<file path="config.mk">
export PLATFORM = sky130hd
export DESIGN_NAME = debug_arm_trigger_control
export DESIGN_NICKNAME = d
export VERILOG_FILES = /design/src/debug_arm_pkg.sv /design/src/debug_arm_trigger_control.sv
export SDC_FILE = /design/constraint.sdc
export NUM_CORES = 1
export LEC_CHECK = 0
export BUFFER_PORTS_ARGS = -buffer_cell sky130_fd_sc_hd__buf_2
export CAP_MARGIN = 20
export CORE_UTILIZATION = 38
export DETAILED_ROUTE_END_ITERATION = 8
export PLACE_DENSITY = 0.84
export SLEW_MARGIN = 10
export SYNTH_ARGS = -nofsm -noshare
export SYNTH_HDL_FRONTEND = slang
export SYNTH_SLANG_ARGS = --single-unit
</file>
<file path="constraint.sdc">
create_clock -name ref_clk_i -period 1.4 [get_ports ref_clk_i]
set_clock_uncertainty 0.2 [all_clocks]
set_input_delay 0.07 -clock ref_clk_i [delete_from_list [all_inputs] [get_ports ref_clk_i]]
set_output_delay 0.07 -clock ref_clk_i [all_outputs]
set_load 0.02 [all_outputs]
</file>
<file path="src/debug_arm_pkg.sv">
`default_nettype none
package debug_arm_pkg;
    // register indices as numbered on the part, byte address is four times the index
    localparam logic [11:0] CTL_ONE_INDEX = 12'h100;
    localparam logic [11:0] CTL_TWO_INDEX = 12'h101;
    localparam logic [11:0] CTL_ONE_ADDR = {CTL_ONE_INDEX[9:0], 2'b00};
    localparam logic [11:0] CTL_TWO_ADDR = {CTL_TWO_INDEX[9:0], 2'b00};
    // field positions of control register one
    localparam int unsigned ARM_POS = 7;
    localparam int unsigned FORCE_POS = 6;
    localparam int unsigned BTB_POS = 4;
    localparam int unsigned PBE_POS = 3;
    // reset values
    localparam logic [7:0] CTL_ONE_RESET = 8'h00;
    localparam logic [7:0] CTL_TWO_RESET = 8'h00;
    // external event modes
    localparam logic [1:0] EES_OFF = 2'h0;
    localparam logic [1:0] EES_TRACE_ENTRY = 2'h1;
    localparam logic [1:0] EES_SEQ_INPUT = 2'h2;
    localparam logic [1:0] EES_GATE = 2'h3;
    // comparator pair mapping modes
    localparam logic [1:0] MAP_SINGLE = 2'h0;
    localparam logic [1:0] MAP_INSIDE = 2'h1;
    localparam logic [1:0] MAP_OUTSIDE = 2'h2;
    localparam logic [1:0] MAP_RESERVED = 2'h3;

    typedef enum logic [2:0] {
        SEQ_IDLE = 3'h1,
        SEQ_FIRST = 3'h2,
        SEQ_FINAL = 3'h4
    } seq_state_e;

    typedef struct packed {
        logic arm;
        logic break_to_background;
        logic processor_break_enable;
        logic [1:0] external_event_select;
    } ctl_one_s;

    typedef struct packed {
        logic [1:0] upper_pair_match_map;
        logic [1:0] lower_pair_match_map;
    } ctl_two_s;

    // breakpoint requests toward the processor
    typedef struct packed {
        logic background;
        logic software_interrupt_request;
    } break_req_s;
endpackage : debug_arm_pkg
`default_nettype wire

</file>
<file path="src/debug_arm_trigger_control.sv">
// Overview of operation
// - while armed, only arm and force-final bits accept writes
// - arm bit writable anytime, but clearing ignored while profiling active
// - force-final bit writable anytime, always reads zero
// - low six bits of register one update only when disarmed and not profiling
// - hardware disarm beats a simultaneous write, clears arm, breaks if enabled
// - arm clears automatically when sequencer returns to idle
// - setting arm moves sequencer into first active state
// - software disarm produces no breakpoint
// - writing one to force-final together with arm jumps sequencer to final; zero does nothing
// - break routes to background if selected and controller enabled (else dropped), to interrupt if not selected and not background
// - processor break on idle return, deferred until tracing completes if tracing
// - external event select: off, trace entry, channel 3 replacement, trace gate
// - register two writable only disarmed and not profiling, readable anytime
// - upper pair map: single, inside range, outside range; ranges disable channel 3
// - upper pair reserved code acts as inside range
// - lower pair map: single, inside range, outside range; ranges disable channel 1
// - lower pair reserved code acts as inside range
//
// The APB interface to the registers was left to the implementer.
`default_nettype none

// maps one comparator pair onto its two match channels
module pair_match_map (
    input wire logic [1:0] map_i,
    input wire logic lo_match_i,
    input wire logic hi_match_i,
    input wire logic inside_i,
    output logic lo_chan_o,
    output logic hi_chan_o
);
    // reserved code falls through to inside range
    always_comb begin
        case (map_i)
            debug_arm_pkg::MAP_SINGLE: lo_chan_o = lo_match_i;
            debug_arm_pkg::MAP_OUTSIDE: lo_chan_o = !inside_i;
            default: lo_chan_o = inside_i;
        endcase
        hi_chan_o = (map_i == debug_arm_pkg::MAP_SINGLE) && hi_match_i;
    end
endmodule : pair_match_map

module debug_arm_trigger_control (
    input wire logic ref_clk_i,
    input wire logic rstn_i,
    input wire logic psel_i,
    input wire logic penable_i,
    input wire logic pwrite_i,
    input wire logic [11:0] paddr_i,
    input wire logic [31:0] pwdata_i,
    output logic [31:0] prdata_o,
    output logic pready_o,
    output logic pslverr_o,
    input wire logic [3:0] cmp_match_i,
    input wire logic ab_inside_range_i,
    input wire logic cd_inside_range_i,
    input wire logic ext_event_i,
    input wire logic trace_enable_i,
    input wire logic trace_done_i,
    input wire logic profiling_active_i,
    input wire logic background_controller_i,
    input wire logic background_debug_state_i,
    output logic armed_o,
    output logic [2:0] seq_state_o,
    output logic [3:0] match_chan_o,
    output var debug_arm_pkg::break_req_s break_req_o,
    output logic trace_force_entry_o,
    output logic trace_gate_o
);
    debug_arm_pkg::ctl_one_s ctl_one_reg;
    debug_arm_pkg::ctl_two_s ctl_two_reg;
    debug_arm_pkg::seq_state_e state_reg, state_next;
    debug_arm_pkg::break_req_s break_reg;
    logic [31:0] prdata_reg, prdata_next;
    logic pready_reg, pslverr_reg;
    logic ext_sync1_reg, ext_sync2_reg, ext_prev_reg;
    logic [3:0] match_chan_reg;
    logic pend_reg, force_entry_reg, gate_reg;
    logic hit_one, hit_two, setup, wr_en, wr_one, wr_two;
    logic hw_disarm, sw_clear, force_req, ext_event, seq_hit, fire, open_cfg;
    logic [3:0] chan_next;
    logic [3:0] seq_chan;

    // bus decode; writes land only at the access edge with pready high
    assign hit_one = (paddr_i == debug_arm_pkg::CTL_ONE_ADDR);
    assign hit_two = (paddr_i == debug_arm_pkg::CTL_TWO_ADDR);
    assign setup = psel_i && !penable_i;
    assign wr_en = psel_i && penable_i && pready_reg && pwrite_i;
    assign wr_one = wr_en && hit_one;
    assign wr_two = wr_en && hit_two;
    assign open_cfg = !ctl_one_reg.arm && !profiling_active_i;

    // sequencer side events
    assign hw_disarm = (state_reg == debug_arm_pkg::SEQ_FINAL);
    assign sw_clear = wr_one && ctl_one_reg.arm && !pwdata_i[debug_arm_pkg::ARM_POS]
        && !profiling_active_i;
    assign force_req = wr_one && pwdata_i[debug_arm_pkg::FORCE_POS];
    assign ext_event = ext_sync2_reg && !ext_prev_reg;

    // channel 3 can be replaced by the external event
    always_comb begin
        seq_chan = match_chan_reg;
        if (ctl_one_reg.external_event_select == debug_arm_pkg::EES_SEQ_INPUT) begin
            seq_chan[3] = ext_event;
        end
    end
    assign seq_hit = |seq_chan;

    // break goes out at once, or waits for the trace session to finish
    assign fire = (hw_disarm && ctl_one_reg.processor_break_enable && !trace_enable_i)
        || (pend_reg && trace_done_i);

    pair_match_map lower_map (
        .map_i(ctl_two_reg.lower_pair_match_map),
        .lo_match_i(cmp_match_i[0]),
        .hi_match_i(cmp_match_i[1]),
        .inside_i(ab_inside_range_i),
        .lo_chan_o(chan_next[0]),
        .hi_chan_o(chan_next[1])
    );

    pair_match_map upper_map (
        .map_i(ctl_two_reg.upper_pair_match_map),
        .lo_match_i(cmp_match_i[2]),
        .hi_match_i(cmp_match_i[3]),
        .inside_i(cd_inside_range_i),
        .lo_chan_o(chan_next[2]),
        .hi_chan_o(chan_next[3])
    );

    // two-flop synchroniser on the pin, third flop only for edge detect
    always_ff @(posedge ref_clk_i) begin
        if (!rstn_i) begin
            ext_sync1_reg <= 1'b0;
            ext_sync2_reg <= 1'b0;
            ext_prev_reg <= 1'b0;
        end else begin
            ext_sync1_reg <= ext_event_i;
            ext_sync2_reg <= ext_sync1_reg;
            ext_prev_reg <= ext_sync2_reg;
        end
    end

    // control register one
    always_ff @(posedge ref_clk_i) begin
        if (!rstn_i) begin
            ctl_one_reg <= debug_arm_pkg::ctl_one_s'({debug_arm_pkg::CTL_ONE_RESET[7],
                debug_arm_pkg::CTL_ONE_RESET[4:3], debug_arm_pkg::CTL_ONE_RESET[1:0]});
        end else begin
            if (hw_disarm) begin
                ctl_one_reg.arm <= 1'b0;
            end else if (wr_one && (pwdata_i[debug_arm_pkg::ARM_POS] || !profiling_active_i)) begin
                ctl_one_reg.arm <= pwdata_i[debug_arm_pkg::ARM_POS];
            end
            // old arm value gates, so a disarming write leaves these alone
            if (wr_one && open_cfg) begin
                ctl_one_reg.break_to_background <= pwdata_i[debug_arm_pkg::BTB_POS];
                ctl_one_reg.processor_break_enable <= pwdata_i[debug_arm_pkg::PBE_POS];
                ctl_one_reg.external_event_select <= pwdata_i[1:0];
            end
        end
    end

    // control register two
    always_ff @(posedge ref_clk_i) begin
        if (!rstn_i) begin
            ctl_two_reg <= debug_arm_pkg::ctl_two_s'(debug_arm_pkg::CTL_TWO_RESET[3:0]);
        end else if (wr_two && open_cfg) begin
            ctl_two_reg <= debug_arm_pkg::ctl_two_s'(pwdata_i[3:0]);
        end
    end

    // state sequencer
    always_comb begin
        state_next = state_reg;
        case (state_reg)
            debug_arm_pkg::SEQ_IDLE: begin
                if (wr_one && pwdata_i[debug_arm_pkg::ARM_POS]) begin
                    state_next = force_req ? debug_arm_pkg::SEQ_FINAL
                                           : debug_arm_pkg::SEQ_FIRST;
                end
            end
            debug_arm_pkg::SEQ_FIRST: begin
                if (sw_clear) begin
                    state_next = debug_arm_pkg::SEQ_IDLE;
                end else if (force_req || seq_hit) begin
                    state_next = debug_arm_pkg::SEQ_FINAL;
                end
            end
            debug_arm_pkg::SEQ_FINAL: state_next = debug_arm_pkg::SEQ_IDLE;
            default: state_next = debug_arm_pkg::SEQ_IDLE;
        endcase
    end

    always_ff @(posedge ref_clk_i) begin
        if (!rstn_i) begin
            state_reg <= debug_arm_pkg::SEQ_IDLE;
        end else begin
            state_reg <= state_next;
        end
    end

    // deferred break; a new set wins over a trace-done in the same cycle
    always_ff @(posedge ref_clk_i) begin
        if (!rstn_i) begin
            pend_reg <= 1'b0;
        end else begin
            pend_reg <= (hw_disarm && ctl_one_reg.processor_break_enable && trace_enable_i)
                || (pend_reg && !trace_done_i);
        end
    end

    // break routing; a suppressed break is dropped, not held
    always_ff @(posedge ref_clk_i) begin
        if (!rstn_i) begin
            break_reg <= '0;
        end else begin
            break_reg.background <= fire && ctl_one_reg.break_to_background
                && background_controller_i;
            break_reg.software_interrupt_request <= fire && !ctl_one_reg.break_to_background
                && !background_debug_state_i;
        end
    end

    // match channels and trace controls
    always_ff @(posedge ref_clk_i) begin
        if (!rstn_i) begin
            match_chan_reg <= 4'h0;
            force_entry_reg <= 1'b0;
            gate_reg <= 1'b0;
        end else begin
            match_chan_reg <= chan_next;
            force_entry_reg <= ext_event && trace_enable_i
                && (ctl_one_reg.external_event_select == debug_arm_pkg::EES_TRACE_ENTRY);
            gate_reg <= ext_sync2_reg
                && (ctl_one_reg.external_event_select == debug_arm_pkg::EES_GATE);
        end
    end

    // read data; force-final and reserved bits are zero
    always_comb begin
        prdata_next = 32'h0;
        if (hit_one) begin
            prdata_next[debug_arm_pkg::ARM_POS] = ctl_one_reg.arm;
            prdata_next[debug_arm_pkg::BTB_POS] = ctl_one_reg.break_to_background;
            prdata_next[debug_arm_pkg::PBE_POS] = ctl_one_reg.processor_break_enable;
            prdata_next[1:0] = ctl_one_reg.external_event_select;
        end else if (hit_two) begin
            prdata_next[3:0] = ctl_two_reg;
        end
    end

    // one wait-free access cycle: answer is prepared in setup so outputs stay registered
    always_ff @(posedge ref_clk_i) begin
        if (!rstn_i) begin
            pready_reg <= 1'b0;
            pslverr_reg <= 1'b0;
            prdata_reg <= 32'h0;
        end else begin
            pready_reg <= setup;
            pslverr_reg <= setup && !hit_one && !hit_two;
            prdata_reg <= (setup && !pwrite_i) ? prdata_next : 32'h0;
        end
    end

    assign prdata_o = prdata_reg;
    assign pready_o = pready_reg;
    assign pslverr_o = pslverr_reg;
    assign armed_o = ctl_one_reg.arm;
    assign seq_state_o = state_reg;
    assign match_chan_o = match_chan_reg;
    assign break_req_o = break_reg;
    assign trace_force_entry_o = force_entry_reg;
    assign trace_gate_o = gate_reg;
endmodule : debug_arm_trigger_control
`default_nettype wire

</file>
==> flow_summary.ini, run 1 <==
[cts]
clk_path_buf_depth = 2
htreeDepth = 2
clock_insertion_delay_worst_skew_ps = 290
cts_root_buf = sky130_fd_sc_hd__clkbuf_8
cts_tree = done
clock_pin_transition_on_the_worst_setup_and_hold_timing_paths_ps = 80
clock-sinks = 32
cts_inserted_buffers = 5

[cells_and_area]
antenna_cells_inserted = 0
layout.cells.non_filler = 317
largest_register_ff_count = 6
area.growth.synth_to_final_pct = 46.8
share_of_layout_cells_above_drive_strength_1 = 0.453
layout_nets = 327

[placement]
placedCellCount = 286
dpl.hpwl_um = 2920
count_of_port_buffers_added_during_placement = 55
gpl.final_weighted_congestion = 0.848

[synth]
postSynthCellCount = 172
synth_simple_gate_area_share = 0.279
synth_warnings = 0
synth_mux_area_frac = 0.0310
postSynthAreaPerCell_um2 = 9.38
postSynth.asyncResetShare = 0
dominant_combinational_cell_family_by_area_after_synthesis = simple AND/OR/NAND/NOR gates
synth_xor_area_frac = 0
synth_compound_area_frac = 0.122
post_synthesis_adder_cell_area_fraction = 0
yosysSeqAreaShare = 0.397
netlist-cell-type-count = 47
synth-edff-count = 0
synth_area_um2 = 1610
synth_ff_type = sky130_fd_sc_hd__dfxtp_1
ys_seq_elements = 32

[floorplanning]
initial_utilization = 0.401
core.rowCount = 23
chipWidth_um = 67.2
core_um2 = 4030
die_area_um2 = 4510
die-height_um = 67.2
floorplan.io_pins = 107

[sta]
layout_min_cycle_time_ps = 1590
layout_worst_path_cycle_share = 1.13
hold-worst-slack_ps = 16.0
rsz0062_at_grt = yes
slew_viol_final = 0
setup_slack_ps = -188
number_of_setup_violations_in_the_final_report = 12
achievable-frequency_mhz = 630
final-hold-violation-count = 0

[setup_path]
worst_setup_path_start_kind = flop
worst_ep_arrival_time_ps = 1570
critPathRequiredTime_ps = 1380
worst-path-max-fanout = 7
worst_setup_path_end_kind = flop
crit_type = flop to flop
r2r-start = pready_o
startpoint = pready_o

[status]
outcome = finished with violations
violated_checks = negative setup slack

[power_and_ir_drop]
cellPowerDensity_nw_per_um2 = 813
power_leakage_uw = 0.00103
irDropWorstVdd_uv = 544
power.total_uw = 1930

[grt]
gr-usage-all-layers = 0.201
grt_first_pass_wirelength_um = 6620
grt-ovfl-total = 0
grt_pass1_vias = 1492
antenna_violations_before_repair = 0
pin_count_of_the_biggest_net_entering_global_routing = 13

[hold_path]
worstHoldPathType = primary input to flop
hp-start = paddr_i[2]

[drt]
dr.pass1.iters = 4
postRouteWirelength_um = 4280
vias_per_cell = 4.91
wl_per_cell_um = 13.5
num_vias = 1556
drc = 0
detail-route-antenna-nets = 0
drt_iter0_markers = 52

[flow_run]
drv_cap = 0
-- placed cells by master, fill, tap and decap left out, types with 2 or more instances in the layout --
| cell type | netlist | routed |
|---|---|---|
| sky130_fd_sc_hd__buf_2 | 1 | 55 |
| sky130_fd_sc_hd__conb_1 | 1 | 26 |
| sky130_fd_sc_hd__dfxtp_1 | 32 | 24 |
| sky130_fd_sc_hd__dlygate4sd3_1 | 0 | 22 |
| sky130_fd_sc_hd__buf_4 | 28 | 19 |
| sky130_fd_sc_hd__nor2_1 | 11 | 11 |
| sky130_fd_sc_hd__nand2_1 | 7 | 7 |
| sky130_fd_sc_hd__a21oi_1 | 10 | 7 |
| sky130_fd_sc_hd__nand4b_1 | 6 | 6 |
| sky130_fd_sc_hd__mux2i_1 | 5 | 5 |
| sky130_fd_sc_hd__o21ai_2 | 0 | 5 |
| sky130_fd_sc_hd__and2_1 | 5 | 5 |
| sky130_fd_sc_hd__nand4_1 | 5 | 5 |
| sky130_fd_sc_hd__clkbuf_8 | 0 | 5 |
| sky130_fd_sc_hd__inv_1 | 4 | 4 |
| sky130_fd_sc_hd__o21ai_1 | 6 | 4 |
| sky130_fd_sc_hd__dfxtp_4 | 0 | 4 |
| sky130_fd_sc_hd__dfxtp_2 | 0 | 4 |
| sky130_fd_sc_hd__nor3_1 | 4 | 3 |
| sky130_fd_sc_hd__a21oi_2 | 0 | 3 |
| sky130_fd_sc_hd__o21ai_0 | 6 | 3 |
| sky130_fd_sc_hd__nor3b_2 | 2 | 3 |
| sky130_fd_sc_hd__and3_1 | 2 | 2 |
| sky130_fd_sc_hd__nand3_2 | 2 | 2 |
| sky130_fd_sc_hd__nand2b_1 | 3 | 2 |
| sky130_fd_sc_hd__nor3_2 | 1 | 2 |
| sky130_fd_sc_hd__a221oi_2 | 2 | 2 |
| sky130_fd_sc_hd__clkinvlp_4 | 0 | 2 |
-- metrics by stage --
step / worst slack (ps) / cell area (um2) / utilization / TNS (ps)
floorplan: -110 / 1770 / - / -927
global placement: -156 / 1990 / 0.495 / -2200
detailed placement: -207 / 1990 / 0.495 / -2560
CTS: -146 / 2330 / 0.579 / -1120
global route: -241 / 2370 / 0.588 / -2180
finish: -188 / 2370 / 0.588 / -1390
-- path summary, 6_finish.rpt --
check              endpoint  depth (start not counted)  slack, ps
min             prdata_o[2]                          4         20
min reg2reg   ext_sync2_reg                          1        240
max reg2reg  ctl_two_reg[0]                          4       -190
max          ctl_two_reg[0]                          4       -190
-- cell type report --
cell class,instances,area [um2]
flip-flops and latches,32,661
inverters,5,18.8
clock inverters,3,23.8
multi-input cells,126,897
repair buffers,96,638
well taps,50,62.6
clock buffers,5,68.8
fillers,364,1660
-- synthesized netlist by cell type (2+ instances only) --
master	number	area [um2]
sky130_fd_sc_hd__clkbuf_1	3	11.3
sky130_fd_sc_hd__nor2_1	11	41.3
sky130_fd_sc_hd__buf_4	28	210
sky130_fd_sc_hd__inv_1	4	15.0
sky130_fd_sc_hd__dfxtp_1	32	641
sky130_fd_sc_hd__nor3b_1	2	15.0
sky130_fd_sc_hd__nand2_1	7	26.3
sky130_fd_sc_hd__o21ai_1	6	30.0
sky130_fd_sc_hd__and2_1	5	31.3
sky130_fd_sc_hd__nand2b_1	3	18.8
sky130_fd_sc_hd__a21oi_1	10	50.1
sky130_fd_sc_hd__nand4_1	5	31.3
sky130_fd_sc_hd__o21ai_0	6	30.0
sky130_fd_sc_hd__a221oi_2	2	30.0
sky130_fd_sc_hd__nor3b_2	2	25.0
sky130_fd_sc_hd__and3_1	2	12.5
sky130_fd_sc_hd__nand3_2	2	20.0
sky130_fd_sc_hd__mux2i_1	5	50.1
sky130_fd_sc_hd__nand4b_1	6	52.6
sky130_fd_sc_hd__nor3_1	4	20.0
-- power by group --
group | leakage, uW | switching [uW] | total [uW] | internal, uW
sequential | 0.000263 | 6.46 | 922 | 916
clock | 0.0000404 | 380 | 732 | 352
combinational | 0.000725 | 157 | 273 | 116
total | 0.00103 | 544 | 1930 | 1380
-- kinds of logic after synthesis --
logic type | Yosys count
compound gates | 31
buf+inv | 39
simple gates | 64
flops | 32
mux | 5
other cells | 1
-- worst max-delay path, stage by stage (launching register included) --
cell and delay [ps]:
sky130_fd_sc_hd__dfxtp_4 360, sky130_fd_sc_hd__nand4_4 120, sky130_fd_sc_hd__or4b_4 550, sky130_fd_sc_hd__o21ai_1 170
sky130_fd_sc_hd__a21oi_1 80
-- repair_timing --
action | in CTS | in global routing
pin swaps | 5 | 7
gates resized for setup | 11 | 6
endpoints found under the hold margin | 23 | 1
hold buffers | 22 | 1
setup buffers | 0 | 1
endpoints found under the setup margin | 11 | 13
-- metal layers --
metal,GRT usage,routed length (um),vias up
li1,-,-,742
met5,0,0,-
met4,0.101,63,0
met1,0.219,1650,727
met3,0.0541,333,6
met2,0.356,2240,81
Note: power is estimated with default switching activity, not from simulation.
==> run 2: changes to the inputs <==
--- a/config.mk
+++ b/config.mk
@@ -7,9 +7,10 @@
 export LEC_CHECK = 0
 export BUFFER_PORTS_ARGS = -buffer_cell sky130_fd_sc_hd__buf_2
 export CAP_MARGIN = 20
-export CORE_UTILIZATION = 38
+export CORE_UTILIZATION = 39
+export CTS_BUF_LIST = sky130_fd_sc_hd__clkbuf_2
 export DETAILED_ROUTE_END_ITERATION = 8
-export PLACE_DENSITY = 0.84
+export PLACE_DENSITY = 0.85
 export SLEW_MARGIN = 10
 export SYNTH_ARGS = -nofsm -noshare
 export SYNTH_HDL_FRONTEND = slang
==> run 2 against run 1 <==
The run still ends with negative setup slack left; maximum frequency up 0.37%; combinational power increased by 1%; power decreased by 15%; sequential power about the same; die area decreased by 2.5%; first-iteration DRC count up 37%; critical endpoint unchanged; largest cell class unchanged.
==> flow_summary.ini, run 2 (same netlist as run 1, synthesis figures left out) <==
[status]
outcome = finished with violations
violated_checks = negative setup slack

[setup_path]
worst_path_max_delay_cell = sky130_fd_sc_hd__or4b_4
critPathRequiredTime_ps = 1450
worst_setup_path_start_kind = flop
worst_ep_arrival_time_ps = 1630
critical-path-top-delay-family = simple AND/OR/NAND/NOR gates
worst-path-max-fanout = 6
cp_max_stage_delay_ps = 560
worst_setup_path_end_kind = flop
cp_cell_sequence = nand4_4 -> or4b_4 -> o21ai_2 -> a21oi_1
crit_type = flop to flop
timing.critical_path.buf_inv = 0

[drt]
drc = 0
wl_met1_um = 1690
wl_per_cell_um = 13.5
drt_iter0_markers = 71
top_signal_layer_used = met4
wl_met2_um = 2250
detail-route-antenna-nets = 0
vias_per_cell = 4.94
postRouteWirelength_um = 4300
dr.pass1.iters = 4
detailroute.wirelength.met3_um = 308
num_vias = 1570

[cts]
htreeDepth = 2
cts_root_buf = sky130_fd_sc_hd__clkbuf_2
clock_insertion_delay_worst_skew_ps = 360
cts_inserted_buffers = 5
post_cts_hold_buffer_count = 24
cts_tree = done
clk_path_buf_depth = 2
clock-sinks = 32
clock_pin_transition_on_the_worst_setup_and_hold_timing_paths_ps = 150

[sta]
layout_min_cycle_time_ps = 1580
final-hold-violation-count = 0
achievable-frequency_mhz = 632
setup_slack_ps = -182
number_of_setup_violations_in_the_final_report = 12
final.setup.tns_ps = -1730
hold-worst-slack_ps = 16.0
rsz0062_at_grt = yes
layout_worst_path_cycle_share = 1.13
slew_viol_final = 0

[floorplanning]
die-height_um = 66.3
initial_utilization = 0.404
die_area_um2 = 4400
core_um2 = 4000
core.rowCount = 23
floorplan.io_pins = 107
chipWidth_um = 66.3

[power_and_ir_drop]
clkPwrFrac = 0.266
power.total_uw = 1640
netSwitchingPower_uw = 465
p_seq_frac = 0.565
cell_internal_pwr_uw = 1170
power_leakage_uw = 0.00102
power_switching_share = 0.284
irDropWorstVdd_uv = 440
combinationalPowerShare = 0.169
cellPowerDensity_nw_per_um2 = 688

[cells_and_area]
share_of_layout_cells_above_drive_strength_1 = 0.455
layout.cells.non_filler = 318
finalInstanceArea_um2 = 2380
area.growth.synth_to_final_pct = 47.6
n_fill_cell = 351
largest_register_ff_count = 6
layout_nets = 328
antenna_cells_inserted = 0
layout.cells.most_common_list = sky130_fd_sc_hd__buf_2, sky130_fd_sc_hd__conb_1, sky130_fd_sc_hd__dfxtp_1, sky130_fd_sc_hd__dlygate4sd3_1, sky130_fd_sc_hd__buf_4
mostFrequentLayoutCell = sky130_fd_sc_hd__buf_2

[placement]
count_of_port_buffers_added_during_placement = 55
placedCellCount = 283
dpl_cell_area_um2 = 1980
dpl.hpwl_um = 2820
gpl.final_weighted_congestion = 0.846

[grt]
grt_first_pass_wirelength_um = 6380
grt_pass1_vias = 1412
grt-ovfl-total = 0
pin_count_of_the_biggest_net_entering_global_routing = 15
gr-usage-all-layers = 0.196
antenna_violations_before_repair = 0

[flow_run]
drv_cap = 0

[hold_path]
worstHoldPathType = primary input to flop
-- run 2: area by class of cell --
| class | instances | area, um2 | area share |
|---|---|---|---|
| multi-input cells | 126 | 930 | 0.390 |
| repair buffers | 97 | 671 | 0.282 |
| flip-flops and latches | 32 | 661 | 0.277 |
| well taps | 50 | 62.6 | 0.0263 |
| clock buffers | 7 | 35.0 | 0.0147 |
| inverters | 5 | 18.8 | 0.00788 |
| clock inverters | 1 | 5.00 | 0.00210 |
-- run 2: metrics by stage --
step                utilization  setup slack [ps]
global placement          0.496              -166
finish                    0.596              -182
detailed placement        0.496              -191
CTS                       0.579              -154
floorplan                     -              -110
global route              0.596              -250
-- run 2: path summary, 6_finish.rpt --
path	start	end	slack, ps	cells after the start
max	pready_o	ctl_two_reg[0]	-180	4
min	penable_i	seq_state_o[2]	20	5
max reg2reg	pready_o	ctl_two_reg[0]	-180	4
min reg2reg	pend_reg	pend_reg	280	2
-- run 2: timing repair --
item | in CTS | in global routing
gates cloned | 0 | 0
endpoints found under the hold margin | 26 | 1
setup endpoints to repair | 13 | 15
buffers inserted | 2 | 1
gates resized for setup | 11 | 15
pin swaps | 3 | 6
-- run 2: power by group through the flow --
stage | clock network, uW | registers, uW | logic (uW)
floorplan | 0 | 955 | 167
global placement | 0 | 945 | 206
detailed placement | 0 | 945 | 209
CTS | 448 | 926 | 268
global route | 486 | 927 | 296
finish | 436 | 925 | 277
-- run 2: layer usage --
layer / vias up / track usage
met4: 0 / 0.0824
met5: - / 0
met1: 731 / 0.227
met3: 7 / 0.0500
li1: 749 / -
met2: 83 / 0.339
-- run 2: worst register-to-register path: stages (launching register included) --
cell	delay, ps
sky130_fd_sc_hd__dfxtp_4	390
sky130_fd_sc_hd__nand4_4	110
sky130_fd_sc_hd__or4b_4	560
sky130_fd_sc_hd__o21ai_2	140
sky130_fd_sc_hd__a21oi_1	70
